--- src/rtl/sci_pkg.sv ---
/*
  constants of the sensor command interface: target address, command codes,
  command field positions, conversion times and their cycle counts.
  assumes a 100 MHz core clock.
*/
package sci_pkg;

  localparam int          CLK_PERIOD_NS   = 10;

  // target address, seven bits
  localparam logic [6:0]  TARGET_ADDR     = 7'h76;

  // command codes
  localparam logic [7:0]  CMD_RESET       = 8'h1E;
  localparam logic [7:0]  CMD_ADC_READ    = 8'h00;
  localparam logic [3:0]  CMD_PROM_HI     = 4'hA;
  localparam logic [2:0]  CMD_CONVERSION_SELECT_BIT_HI     = 3'h2;

  // command field positions
  localparam int          MEASURAND_BIT   = 4;
  localparam int          RATIO_LSB       = 1;
  localparam int          STOP_BIT        = 0;

  // number of oversampling ratios and calibration words
  localparam int          NUM_RATIOS      = 6;
  localparam int          NUM_CAL_WORDS   = 7;
  localparam int          CAL_WORD_W      = 16;
  localparam int          RESULT_W        = 24;

  // byte counts of a read transfer
  localparam logic [1:0]  RESULT_BYTES    = 2'h3;
  localparam logic [1:0]  CAL_BYTES       = 2'h2;
  localparam logic [3:0]  BITS_PER_BYTE   = 4'h8;

  // longest conversion time per ratio, in ns (256 .. 8192)
  localparam int          CONVERSION_SELECT_BIT_NS_256     = 560000;
  localparam int          CONVERSION_SELECT_BIT_NS_512     = 1100000;
  localparam int          CONVERSION_SELECT_BIT_NS_1024    = 2170000;
  localparam int          CONVERSION_SELECT_BIT_NS_2048    = 4320000;
  localparam int          CONVERSION_SELECT_BIT_NS_4096    = 8640000;
  localparam int          CONVERSION_SELECT_BIT_NS_8192    = 17280000;

  // cycle counts, rounded up
  localparam int          CONVERSION_SELECT_BIT_CYC_256    = (CONVERSION_SELECT_BIT_NS_256 + CLK_PERIOD_NS - 1) / CLK_PERIOD_NS;
  localparam int          CONVERSION_SELECT_BIT_CYC_512    = (CONVERSION_SELECT_BIT_NS_512 + CLK_PERIOD_NS - 1) / CLK_PERIOD_NS;
  localparam int          CONVERSION_SELECT_BIT_CYC_1024   = (CONVERSION_SELECT_BIT_NS_1024 + CLK_PERIOD_NS - 1) / CLK_PERIOD_NS;
  localparam int          CONVERSION_SELECT_BIT_CYC_2048   = (CONVERSION_SELECT_BIT_NS_2048 + CLK_PERIOD_NS - 1) / CLK_PERIOD_NS;
  localparam int          CONVERSION_SELECT_BIT_CYC_4096   = (CONVERSION_SELECT_BIT_NS_4096 + CLK_PERIOD_NS - 1) / CLK_PERIOD_NS;
  localparam int          CONVERSION_SELECT_BIT_CYC_8192   = (CONVERSION_SELECT_BIT_NS_8192 + CLK_PERIOD_NS - 1) / CLK_PERIOD_NS;

  // pattern folded into a result whose conversion was disturbed
  localparam logic [23:0] CORRUPT_MASK    = 24'h00_5A5A;

  typedef enum logic [2:0] {
    ST_IDLE,
    ST_ADDR,
    ST_ADDR_ACK,
    ST_CMD,
    ST_CMD_ACK,
    ST_TX,
    ST_TX_ACK
  } sci_state_type;

endpackage

--- src/rtl/sci_top.sv ---
/*
  sensor command interface: i2c target that decodes one-byte commands,
  runs timed conversions, serves calibration words and conversion results.
  assumes scl and sda inputs synchronous to CORE_CLK, an external open-drain
  wire resolved from SDA_OE, and an adc that presents ADC_SAMPLE at the end
  of the conversion time.
*/
module sci_top #(
  parameter int unsigned CONVERSION_SELECT_BIT_CYC [sci_pkg::NUM_RATIOS] = '{
    sci_pkg::CONVERSION_SELECT_BIT_CYC_256,  sci_pkg::CONVERSION_SELECT_BIT_CYC_512,  sci_pkg::CONVERSION_SELECT_BIT_CYC_1024,
    sci_pkg::CONVERSION_SELECT_BIT_CYC_2048, sci_pkg::CONVERSION_SELECT_BIT_CYC_4096, sci_pkg::CONVERSION_SELECT_BIT_CYC_8192}
) (
  input  wire logic           CORE_CLK,
  input  wire logic           RST,
  input  wire logic           SCL,
  input  wire logic           SDA_IN,
  output logic                SDA_OUT,
  output logic                SDA_OE,
  input  wire logic [111:0]   CAL_WORDS,
  input  wire logic [23:0]    ADC_SAMPLE,
  output logic                ADC_START,
  output logic                ADC_MEASURAND,
  output logic [2:0]          ADC_RATIO,
  output logic                BUSY,
  output logic                RESULT_VALID
);

  sci_pkg::sci_state_type state_ff;
  logic        scl_ff;
  logic        sda_ff;
  logic [3:0]  bit_cnt_ff;
  logic [7:0]  shreg_ff;
  logic [23:0] tx_ff;
  logic [1:0]  tx_bytes_ff;
  logic        oe_ff;
  logic        read_sel_ff;
  logic [2:0]  cal_addr_ff;
  logic [15:0] cal_ff [sci_pkg::NUM_CAL_WORDS];
  logic        load_ff;
  logic        busy_ff;
  logic        valid_ff;
  logic        corrupt_ff;
  logic [31:0] cnt_ff;
  logic [23:0] result_ff;
  logic        start_ff;
  logic        meas_ff;
  logic [2:0]  ratio_ff;

  // bus conditions
  wire         scl_rise   = SCL & ~scl_ff;
  wire         scl_fall   = ~SCL & scl_ff;
  wire         start_cond = SCL & scl_ff & sda_ff & ~SDA_IN;
  wire         stop_cond  = SCL & scl_ff & ~sda_ff & SDA_IN;
  wire         byte_done  = scl_fall & (bit_cnt_ff == sci_pkg::BITS_PER_BYTE);
  wire         addr_match = shreg_ff[7:1] == sci_pkg::TARGET_ADDR;

  // command decode
  wire [2:0]   cmd_field  = shreg_ff[sci_pkg::RATIO_LSB +: 3];
  wire         is_reset   = shreg_ff == sci_pkg::CMD_RESET;
  wire         is_adc_rd  = shreg_ff == sci_pkg::CMD_ADC_READ;
  wire         is_prom    = (shreg_ff[7:4] == sci_pkg::CMD_PROM_HI)
                            & ~shreg_ff[sci_pkg::STOP_BIT];
  wire         is_conversion_select_bit    = (shreg_ff[7:5] == sci_pkg::CMD_CONVERSION_SELECT_BIT_HI)
                            & ~shreg_ff[sci_pkg::STOP_BIT]
                            & (cmd_field < 3'(sci_pkg::NUM_RATIOS));
  wire         cmd_known  = is_reset | is_adc_rd | is_prom | is_conversion_select_bit;
  wire         cmd_done   = (state_ff == sci_pkg::ST_CMD) & byte_done & cmd_known;
  wire         do_reset   = cmd_done & is_reset;
  wire         do_conversion_select_bit    = cmd_done & is_conversion_select_bit;
  wire         read_start = (state_ff == sci_pkg::ST_ADDR_ACK) & scl_fall & shreg_ff[0];
  wire         adc_read   = read_start & ~read_sel_ff;
  wire         conversion_select_bit_end   = busy_ff & (cnt_ff == 32'h0000_0000);

  // answer data of a read transfer
  wire [15:0]  cal_word   = (cal_addr_ff < 3'(sci_pkg::NUM_CAL_WORDS))
                            ? cal_ff[cal_addr_ff] : 16'h0000;
  wire [23:0]  adc_word   = (valid_ff & ~busy_ff) ? result_ff : 24'h00_0000;
  wire [23:0]  tx_load    = read_sel_ff ? {cal_word, 8'h00} : adc_word;
  wire [31:0]  conversion_select_bit_cyc   = 32'(CONVERSION_SELECT_BIT_CYC[cmd_field]);
  wire [23:0]  final_res  = (corrupt_ff | adc_read) ? (ADC_SAMPLE ^ sci_pkg::CORRUPT_MASK)
                                                    : ADC_SAMPLE;

  assign SDA_OUT       = 1'b0;
  assign SDA_OE        = oe_ff;
  assign ADC_START     = start_ff;
  assign ADC_MEASURAND = meas_ff;
  assign ADC_RATIO     = ratio_ff;
  assign BUSY          = busy_ff;
  assign RESULT_VALID  = valid_ff;

  always_ff @(posedge CORE_CLK) begin
    scl_ff <= RST ? 1'b1 : SCL;
    sda_ff <= RST ? 1'b1 : SDA_IN;
  end

  // i2c target sequencer
  always_ff @(posedge CORE_CLK) begin
    if (RST | stop_cond) begin
      state_ff    <= sci_pkg::ST_IDLE;
      oe_ff       <= 1'b0;
      bit_cnt_ff  <= 4'h0;
      shreg_ff    <= 8'h00;
      tx_ff       <= 24'h00_0000;
      tx_bytes_ff <= 2'h0;
    end else if (start_cond) begin
      state_ff   <= sci_pkg::ST_ADDR;
      oe_ff      <= 1'b0;
      bit_cnt_ff <= 4'h0;
    end else begin
      case (state_ff)
        sci_pkg::ST_ADDR, sci_pkg::ST_CMD: begin
          if (scl_rise) begin
            shreg_ff   <= {shreg_ff[6:0], SDA_IN};
            bit_cnt_ff <= bit_cnt_ff + 4'h1;
          end
          if (byte_done) begin
            bit_cnt_ff <= 4'h0;
            if (state_ff == sci_pkg::ST_ADDR) begin
              state_ff <= addr_match ? sci_pkg::ST_ADDR_ACK : sci_pkg::ST_IDLE;
              oe_ff    <= addr_match;
            end else begin
              state_ff <= sci_pkg::ST_CMD_ACK;
              oe_ff    <= cmd_known;
            end
          end
        end
        sci_pkg::ST_ADDR_ACK: begin
          if (scl_fall) begin
            if (shreg_ff[0]) begin
              state_ff    <= sci_pkg::ST_TX;
              tx_ff       <= tx_load;
              oe_ff       <= ~tx_load[23];
              bit_cnt_ff  <= 4'h1;
              tx_bytes_ff <= read_sel_ff ? sci_pkg::CAL_BYTES : sci_pkg::RESULT_BYTES;
            end else begin
              state_ff <= sci_pkg::ST_CMD;
              oe_ff    <= 1'b0;
            end
          end
        end
        sci_pkg::ST_CMD_ACK: begin
          if (scl_fall) begin
            state_ff <= sci_pkg::ST_CMD;
            oe_ff    <= 1'b0;
          end
        end
        sci_pkg::ST_TX: begin
          if (byte_done) begin
            state_ff    <= sci_pkg::ST_TX_ACK;
            oe_ff       <= 1'b0;
            tx_bytes_ff <= tx_bytes_ff - 2'h1;
          end else if (scl_fall) begin
            tx_ff      <= {tx_ff[22:0], 1'b0};
            oe_ff      <= ~tx_ff[22];
            bit_cnt_ff <= bit_cnt_ff + 4'h1;
          end
        end
        sci_pkg::ST_TX_ACK: begin
          if (scl_rise & SDA_IN) begin
            state_ff <= sci_pkg::ST_IDLE;
          end else if (scl_fall) begin
            if (tx_bytes_ff == 2'h0) begin
              state_ff <= sci_pkg::ST_IDLE;
            end else begin
              state_ff   <= sci_pkg::ST_TX;
              tx_ff      <= {tx_ff[22:0], 1'b0};
              oe_ff      <= ~tx_ff[22];
              bit_cnt_ff <= 4'h1;
            end
          end
        end
        default: begin
          state_ff <= sci_pkg::ST_IDLE;
          oe_ff    <= 1'b0;
        end
      endcase
    end
  end

  // read selection and calibration store
  always_ff @(posedge CORE_CLK) begin
    if (RST | do_reset) begin
      read_sel_ff <= 1'b0;
      cal_addr_ff <= 3'h0;
      load_ff     <= 1'b1;
    end else begin
      load_ff <= 1'b0;
      if (cmd_done & is_adc_rd) begin
        read_sel_ff <= 1'b0;
      end else if (cmd_done & is_prom) begin
        read_sel_ff <= 1'b1;
        cal_addr_ff <= cmd_field;
      end
    end
  end

  for (genvar w = 0; w < sci_pkg::NUM_CAL_WORDS; w++) begin : g_cal
    always_ff @(posedge CORE_CLK) begin
      if (load_ff) begin
        cal_ff[w] <= CAL_WORDS[w*sci_pkg::CAL_WORD_W +: sci_pkg::CAL_WORD_W];
      end
    end
  end

  // conversion timing and result
  always_ff @(posedge CORE_CLK) begin
    if (RST | do_reset) begin
      busy_ff    <= 1'b0;
      valid_ff   <= 1'b0;
      corrupt_ff <= 1'b0;
      cnt_ff     <= 32'h0000_0000;
      result_ff  <= 24'h00_0000;
      start_ff   <= 1'b0;
      meas_ff    <= 1'b0;
      ratio_ff   <= 3'h0;
    end else begin
      start_ff <= do_conversion_select_bit;
      if (do_conversion_select_bit) begin
        busy_ff    <= 1'b1;
        cnt_ff     <= conversion_select_bit_cyc - 32'h0000_0001;
        corrupt_ff <= busy_ff;
        valid_ff   <= 1'b0;
        meas_ff    <= shreg_ff[sci_pkg::MEASURAND_BIT];
        ratio_ff   <= cmd_field;
      end else if (conversion_select_bit_end) begin
        busy_ff    <= 1'b0;
        valid_ff   <= 1'b1;
        corrupt_ff <= 1'b0;
        result_ff  <= final_res;
      end else begin
        if (busy_ff) begin
          cnt_ff <= cnt_ff - 32'h0000_0001;
        end
        if (adc_read & busy_ff) begin
          corrupt_ff <= 1'b1;
        end else if (adc_read) begin
          valid_ff <= 1'b0;
        end
      end
    end
  end

  property p_addr_ack;
    @(posedge CORE_CLK) disable iff (RST)
    (state_ff == sci_pkg::ST_ADDR) && byte_done && addr_match && !start_cond && !stop_cond
      |=> SDA_OE && (state_ff == sci_pkg::ST_ADDR_ACK);
  endproperty
  a_addr_ack: assert property (p_addr_ack) else $error("address not acknowledged");

  property p_foreign_addr;
    @(posedge CORE_CLK) disable iff (RST)
    (state_ff == sci_pkg::ST_ADDR) && byte_done && !addr_match && !start_cond && !stop_cond
      |=> !SDA_OE && (state_ff == sci_pkg::ST_IDLE);
  endproperty
  a_foreign_addr: assert property (p_foreign_addr) else $error("foreign address answered");

  property p_reset_cmd;
    @(posedge CORE_CLK) disable iff (RST)
    do_reset && !stop_cond |=> !BUSY && !RESULT_VALID && load_ff ##1 !load_ff;
  endproperty
  a_reset_cmd: assert property (p_reset_cmd) else $error("reset command did not reinit");

  property p_cal_load;
    @(posedge CORE_CLK) disable iff (RST)
    load_ff |=> cal_ff[0] == $past(CAL_WORDS[15:0]) && cal_ff[6] == $past(CAL_WORDS[111:96]);
  endproperty
  a_cal_load: assert property (p_cal_load) else $error("calibration words not loaded");

  property p_conversion_select_bit_busy;
    @(posedge CORE_CLK) disable iff (RST)
    do_conversion_select_bit && !stop_cond |=> BUSY && ADC_START && ADC_RATIO == $past(cmd_field)
      ##1 !ADC_START;
  endproperty
  a_conversion_select_bit_busy: assert property (p_conversion_select_bit_busy) else $error("conversion did not start");

  property p_busy_until_end;
    @(posedge CORE_CLK) disable iff (RST)
    BUSY && !conversion_select_bit_end && !do_reset |=> BUSY;
  endproperty
  a_busy_until_end: assert property (p_busy_until_end) else $error("busy dropped early");

  property p_read_zero;
    @(posedge CORE_CLK) disable iff (RST)
    adc_read && (busy_ff || !valid_ff) && !stop_cond |=> tx_ff == 24'h00_0000
      && tx_bytes_ff == sci_pkg::RESULT_BYTES;
  endproperty
  a_read_zero: assert property (p_read_zero) else $error("result read not zero");

  property p_read_spoils;
    @(posedge CORE_CLK) disable iff (RST)
    adc_read && busy_ff && !conversion_select_bit_end && !stop_cond |=> corrupt_ff && BUSY;
  endproperty
  a_read_spoils: assert property (p_read_spoils) else $error("read did not spoil result");

  property p_overlap;
    @(posedge CORE_CLK) disable iff (RST)
    do_conversion_select_bit && busy_ff && !stop_cond |=> corrupt_ff;
  endproperty
  a_overlap: assert property (p_overlap) else $error("overlap not marked");

  property p_cal_msb;
    @(posedge CORE_CLK) disable iff (RST)
    read_start && read_sel_ff && !stop_cond |=> tx_ff[23:8] == $past(cal_word)
      && SDA_OE == !$past(cal_word[15]) && tx_bytes_ff == sci_pkg::CAL_BYTES;
  endproperty
  a_cal_msb: assert property (p_cal_msb) else $error("calibration word not msb first");

  property p_cmd_ack;
    @(posedge CORE_CLK) disable iff (RST)
    (state_ff == sci_pkg::ST_CMD) && byte_done && !start_cond && !stop_cond
      |=> SDA_OE == $past(cmd_known);
  endproperty
  a_cmd_ack: assert property (p_cmd_ack) else $error("command acknowledge wrong");

endmodule

--- config.mk ---
export PLATFORM = sky130hd
export DESIGN_NAME = sci_top
export DESIGN_NICKNAME = d
export VERILOG_FILES = /design/src/rtl/sci_pkg.sv /design/src/rtl/sci_top.sv
export SDC_FILE = /design/constraint.sdc
export NUM_CORES = 1
export LEC_CHECK = 0
export BUFFER_PORTS_ARGS = -buffer_cell sky130_fd_sc_hd__clkbuf_2
export CAP_MARGIN = 20
export CORE_MARGIN = 1
export CORE_UTILIZATION = 40
export DETAILED_ROUTE_END_ITERATION = 8
export HOLD_SLACK_MARGIN = 0.1
export SETUP_SLACK_MARGIN = 0.02
export SYNTH_ARGS = -nofsm -noshare
export SYNTH_HDL_FRONTEND = slang
export SYNTH_SLANG_ARGS = --single-unit
--- constraint.sdc ---
create_clock -name CORE_CLK -period 5.4 [get_ports CORE_CLK]
set_input_delay 0.27 -clock CORE_CLK [delete_from_list [all_inputs] [get_ports CORE_CLK]]
set_output_delay 0.27 -clock CORE_CLK [all_outputs]
set_load 0.03 [all_outputs]
==> results of run 1 <==
-- Yosys cell counts, types with 15 or more instances --
cell / instances / area [um^2]
a21oi_1: 71 / 355
a221o_1: 15 / 150
clkbuf_1: 44 / 165
dfxtp_1: 115 / 2300
edfxtp_1: 112 / 3360
mux2_2: 16 / 180
mux2i_1: 22 / 220
mux4_2: 16 / 360
nand2_1: 134 / 503
nand3_1: 17 / 85.1
nor2_1: 41 / 154
nor3_1: 21 / 105
nor4_1: 20 / 125
o211ai_1: 19 / 143
o21ai_0: 38 / 190
xnor2_1: 26 / 228
-- cells by family (layout without fill, tap and decap cells) --
group           count (synthesis)  count (layout)  share of synthesized area [%]
flops                         227             227                           56.2
buf+inv                        70             349                           3.02
xor+xnor                       31              31                           2.69
compound gates                213             213                           14.1
simple gates                  313             313                           15.2
fa+ha+maj                      10              10                           1.24
other cells                     1               1                         0.0372
mux                            54              54                           7.54
-- worst register-to-register path: cells and delay by family (launching register included) --
kind / cells / cell delay [ps]
simple gates: 3 / 1110
compound gates: 3 / 1020
flops: 1 / 690
buf+inv: 1 / 340
fa+ha+maj: 1 / 290
xor+xnor: 1 / 200
-- power groups by stage --
| stage | Clock (mW) | Sequential (mW) | Combinational, mW |
|---|---|---|---|
| floorplan | 0 | 1.93 | 0.0871 |
| global placement | 0 | 1.93 | 0.169 |
| detailed placement | 0 | 1.94 | 0.169 |
| CTS | 1.68 | 1.90 | 0.248 |
| global route | 1.76 | 1.91 | 0.275 |
| finish | 1.65 | 1.90 | 0.255 |
-- routing by layer --
metal | vias up | global-route usage (%) | routed length (um)
li1 | 3931 | - | -
met1 | 3880 | 28.2 | 12000
met2 | 290 | 34.6 | 12600
met3 | 46 | 3.98 | 1730
met4 | 0 | 5.96 | 651
met5 | - | 0 | 0
-- worst max path at each step --
stage	end	slack (ps)	cells past startpoint
6_report	cnt_ff[10]	1590	9
5_1_grt	cnt_ff[10]	1270	9
4_1_cts	cnt_ff[30]	1660	9
3_5_place_dp	cnt_ff[10]	1690	9
3_3_place_gp	cnt_ff[30]	1840	9
2_1_floorplan	cnt_ff[30]	2080	12
-- flip-flops by register name (all words and copies together) (netlist names), 2 cells and up, named ones only --
name         count
cal_ff         112
cnt_ff          32
result_ff       24
tx_ff           23
shreg_ff         8
bit_cnt_ff       4
ADC_RATIO        3
cal_addr_ff      3
state_ff         3
tx_bytes_ff      2
-- area by class of cell --
type	count	area share, %
clock buffers	32	5.17
repair buffers	291	16.4
flip-flops and latches	227	43.0
clock inverters	14	0.834
inverters	12	0.341
multi-input cells	622	31.2
well taps	324	3.07
-- through the flow --
stage	power, mW	hold slack, ps
detailed placement	2.11	446
global placement	2.10	438
finish	3.81	134
floorplan	2.02	342
global route	3.94	159
CTS	3.83	116
-- what timing repair did --
item,4_1_cts,5_1_grt
hold endpoints to repair,138,0
hold buffers,137,0
endpoints found under the setup margin,0,0
-- cells in the final DEF, fill, tap and decap left out, types with 12 or more instances in the layout --
cell           count
o211ai_1          19
clkbuf_2         147
mux2i_1           22
xnor2_1           26
nor2_1            41
nor4_1            20
dfxtp_1          112
clkbuf_16         25
mux4_2            16
a21oi_1           71
nand3_1           17
or4_1             12
or3_1             12
mux2_2            16
dlygate4sd3_1    137
edfxtp_1         112
nand2_1          134
o21ai_0           38
a221o_1           15
nor3_1            21
==> results.toml, run 1 <==
[pwr]
p_leak_nw = 4.77
combPwrFrac_pct = 6.7
p_sw_uw = 854
ir_drop_v = 0.000260
switching_share_pct = 22.4
power.density_nw_per_um2 = 289
pwr-share-clk_pct = 43.4
p_int_mw = 2.95
power_frac_seq_pct = 49.9

[critical_path]
rrSetupSlack_ps = 1590
endpoint_kind = "register"
r2r_start = "shreg_ff[3]"
max_stage_delay_ps = 770
r2r_end = "cnt_ff[10]"
rr_worst_depth = 9
crit_start = "shreg_ff[3]"
path_buf_inv = 1
crit_family = "simple AND/OR/NAND/NOR gates"
worstPathCellList = "inv_1, o211ai_1, or2_2, nand2_1, ha_1, o21ai_1, nor4_1, xnor2_1, a21oi_1"
worstPathMaxFanout = 47
critical_path.slowest_cell = "or2_2"
cp.required_ps = 5770
arrival_ps = 4180
crit_type = "register to register"
critPathLaunchType = "register"

[clock_tree]
cts_tree = "yes"
numClockSinks = 227
cts_resized = 0
h-tree-depth = 1
worstSkewPairLatency_ps = 540
clk_pin_slew_ps = 60
cts_inserted_buffers = 25
clk_path_buf_depth = 3
clockRootBuffer = "clkbuf_16"
cts_setup_buffers = 0

[cells_and_area]
nNetsFinal = 1329
fillers = 2150
antenna_cells = 0
drive_gt1_share_pct = 22.0
multiInputGateArea_um2 = 4110
area_delta_synth_final_pct = 30.9
regArea_um2 = 5670
final_cells = 1522
fin_util_pct = 53.8
postLayoutCellArea_um2 = 13200

[hold_path]
worst_hold_path_type = "input pin to register"
hold-path-endpoint = "result_ff[1]"
hold_depth = 4
worstHoldStart = "ADC_SAMPLE[1]"

[die]
die_width_um = 161
core_um2 = 24500
die_h_um = 161
ios = 149
dieArea_um2 = 25800
start_util_pct = 41.1
num_rows = 57

[synthesis]
synth_nets = 1069
synth_edf_count = 112
synthArstFlopShare_pct = 0
synth.distinct_cells = 68
yosysSeqAreaShare_pct = 56.2
syn_area_per_cell_um2 = 11.0
syn-instance-count = 919
synthesis.area_um2 = 10100
synth_seq_cells = 227
synthFlopType = "dfxtp_1"
synth_warnings = 0

[placement]
pre_cts_slack_ps = 1690
place_hpwl_mm = 16.6
dp_cells = 1339
io_buffers = 147
placed_area_um2 = 11000
place.gp.congestion = 0.857

[sta]
rsz0062_at_grt = "false"
finalHoldViolations = 0
worst_slew_pin_slew_ps = 1170
fin_setup_tns_ps = 0
setup_viol = 0
fmax_mhz = 262
fin_crit_sh_pct = 70.6
worst_slew_margin_rel_pct = 21.7
skew_ps = 11.7
worst_slack_ps = 1590
slew_viol_final = 0
fin_crit_ps = 3810

[run]
drv_cap = 0

[route]
drc = 0
first_iter_violations = 532
dr.pass1.iters = 5
vias = 8147
wire_per_inst_um = 17.8
vias_per_cell = 5.35
final_antenna_net_count = 0
wirelength_mm = 27.0

[grt]
grt_max_degree = 72
antenna_found_initial = 0
grt_pass1_wl_mm = 43.4
grtUsageTotal_pct = 21.0
grt-ovfl-total = 0
first_global_vias = 8213

[outcome]
status = "finished clean"
(Power assumes the default switching activity.)
==> run 2: changes to the inputs <==
==> constraint.sdc (replaced) <==
create_clock -name CORE_CLK -period 3.6 [get_ports CORE_CLK]
set_input_delay 0.18 -clock CORE_CLK [delete_from_list [all_inputs] [get_ports CORE_CLK]]
set_output_delay 0.18 -clock CORE_CLK [all_outputs]
set_load 0.03 [all_outputs]
==> run 2 against run 1 <==
Count of clock-buffer cells in the layout up 1. Non-clock buffer count up 18. Total power increased by 57%. Global-route usage grew 0.41 points. Combinational power grew 52%. Critical path depth is 3 lower. Worst setup slack worse by 1100 ps. Die area is the same. Sequential share of layout area fell by 0.85 points. Clock power grew 66%. Routed wire length is 1.5% higher. Highest routed layer unchanged.
==> results.toml, run 2 (synthesis gave the netlist of run 1 again) <==
[die]
start_util_pct = 41.1
core_um2 = 24500
ios = 149
dieArea_um2 = 25800
die_width_um = 161
die_h_um = 161
num_rows = 57

[cells_and_area]
nNetsFinal = 1348
final_common_cell = "clkbuf_2"
largest-register = "cal_ff"
antenna_cells = 0
fillers = 2101
area_delta_synth_final_pct = 33.5
drive_gt1_share_pct = 23.3
layout_common_cells = "147 x clkbuf_2, 139 x dlygate4sd3_1, 134 x nand2_1"
final_cells = 1542
largest_register_ffs = 112
postLayoutCellArea_um2 = 13500
top_regs = "cal_ff: 112 flops, cnt_ff: 32 flops, result_ff: 24 flops"

[route]
wirelength_mm = 27.4
drc = 0
first_iter_violations = 562
vias = 8255
dr.pass1.iters = 5
final_antenna_net_count = 0
vias_per_cell = 5.35
wire_per_inst_um = 17.8

[critical_path]
worstPathCellList = "or4_1, or4_4, o31ai_4, nor4_1, xnor2_1, a211oi_1"
worstPathMaxFanout = 19
endpoint_kind = "register"
critPathLaunchType = "register"
crit_family = "simple AND/OR/NAND/NOR gates"
max_stage_delay_ps = 740
crit_type = "register to register"
arrival_ps = 3540
rrSetupSlack_ps = 490
cp.required_ps = 4040
critical_path.slowest_cell = "o31ai_4"
path_buf_inv = 0

[grt]
grt-ovfl-total = 0
grt_max_degree = 71
first_global_vias = 8308
grtUsageTotal_pct = 21.4
antenna_found_initial = 0
met1_usage_pct = 28.8
grt_pass1_wl_mm = 44.0
met3_usage_pct = 3.87
top_usage_layer = "met2"
use_met2_pct = 35.5

[sta]
fmax_mhz = 322
fin_crit_ps = 3110
worst_slew_pin_slew_ps = 1060
skew_ps = 24.4
setup_viol = 0
slew_viol_final = 0
finalHoldViolations = 0
rsz0062_at_grt = "false"
fin_setup_tns_ps = 0
fin_crit_sh_pct = 86.3
worst_slew_margin_rel_pct = 29.4

[run]
drv_cap = 0

[clock_tree]
cts_tree = "yes"
numClockSinks = 227
h-tree-depth = 1
clk_pin_slew_ps = 60
cts_inserted_buffers = 26
clk_path_buf_depth = 3
worstSkewPairLatency_ps = 550
clockRootBuffer = "clkbuf_16"
cts_resized = 0

[placement]
place.gp.congestion = 0.868
place_hpwl_mm = 17.1
io_buffers = 147
placed_area_um2 = 11200
dp_cells = 1354

[outcome]
status = "finished clean"

[pwr]
switching_share_pct = 22.2
power_mw = 5.98
p_sw_mw = 1.32
power.density_nw_per_um2 = 444
p_int_mw = 4.65
pwr-share-clk_pct = 45.8
power_frac_seq_pct = 47.7
ir_drop_v = 0.000452
combPwrFrac_pct = 6.5
p_leak_nw = 4.90

[hold_path]
worst_hold_path_type = "input pin to register"
## run 2: cell count changes in the layout (fill, tap and decap cells not counted), moves of 2 or more
| cell | previous run | this run |
|---|---|---|
| clkinv_2 | 8 | 6 |
| dlygate4sd3_1 | 137 | 139 |
| bufinv_16 | 1 | 3 |
| clkinvlp_4 | 0 | 2 |
| buf_4 | 6 | 20 |
| buf_12 | 0 | 2 |
## run 2: routing by layer
metal	up-vias	share of wire, %
li1	3988	-
met1	3940	45
met2	277	47
met3	50	6.2
met4	0	2.2
met5	-	0
## run 2: stage by stage
step	setup slack, ps	utilization [%]	hold slack (ps)
2_1_floorplan	280	-	252
3_3_place_gp	619	45.5	357
3_5_place_dp	554	45.5	359
4_1_cts	501	54.8	314
5_1_grt	352	54.9	321
6_report	495	54.9	342
## run 2: timing repair
| item | CTS | global route |
|---|---|---|
| setup buffers | 0 | 0 |
| hold buffers | 139 | 0 |
| hold endpoints to repair | 141 | 0 |
## run 2: path summary, 6_finish.rpt
check | depth (start not counted) | start | to
min reg2reg | 2 | ADC_RATIO[0] | ADC_RATIO[0]
max reg2reg | 6 | cnt_ff[10] | cnt_ff[8]
max | 6 | cnt_ff[10] | cnt_ff[8]
min | 2 | CAL_WORDS[5] | cal_ff[0][5]
## run 2: area by class of cell
class	count	area, um^2	area share, %
Sequential cell	227	5670	42.1
Multi-Input combinational cell	622	4110	30.6
Timing Repair Buffer	309	2330	17.3
Clock buffer	33	717	5.33
Tap cell	324	405	3.01
Clock inverter	15	181	1.35
Inverter	12	45.0	0.335
## run 2: power by group through the flow
stage | clock network (mW) | logic (mW) | registers (mW)
3_5_place_dp | 0 | 0.257 | 2.91
5_1_grt | 2.90 | 0.419 | 2.86
6_report | 2.74 | 0.387 | 2.85
4_1_cts | 2.78 | 0.377 | 2.85
2_1_floorplan | 0 | 0.131 | 2.90
3_3_place_gp | 0 | 0.257 | 2.90
## run 2: worst reg2reg max path, delay by kind of cell (launching register included)
| kind | cells | cell delay, ps |
|---|---|---|
| AO/OA/AOI/OAI | 2 | 1010 |
| XOR/XNOR | 1 | 170 |
| flip-flops | 1 | 350 |
| AND/OR/NAND/NOR | 3 | 1480 |
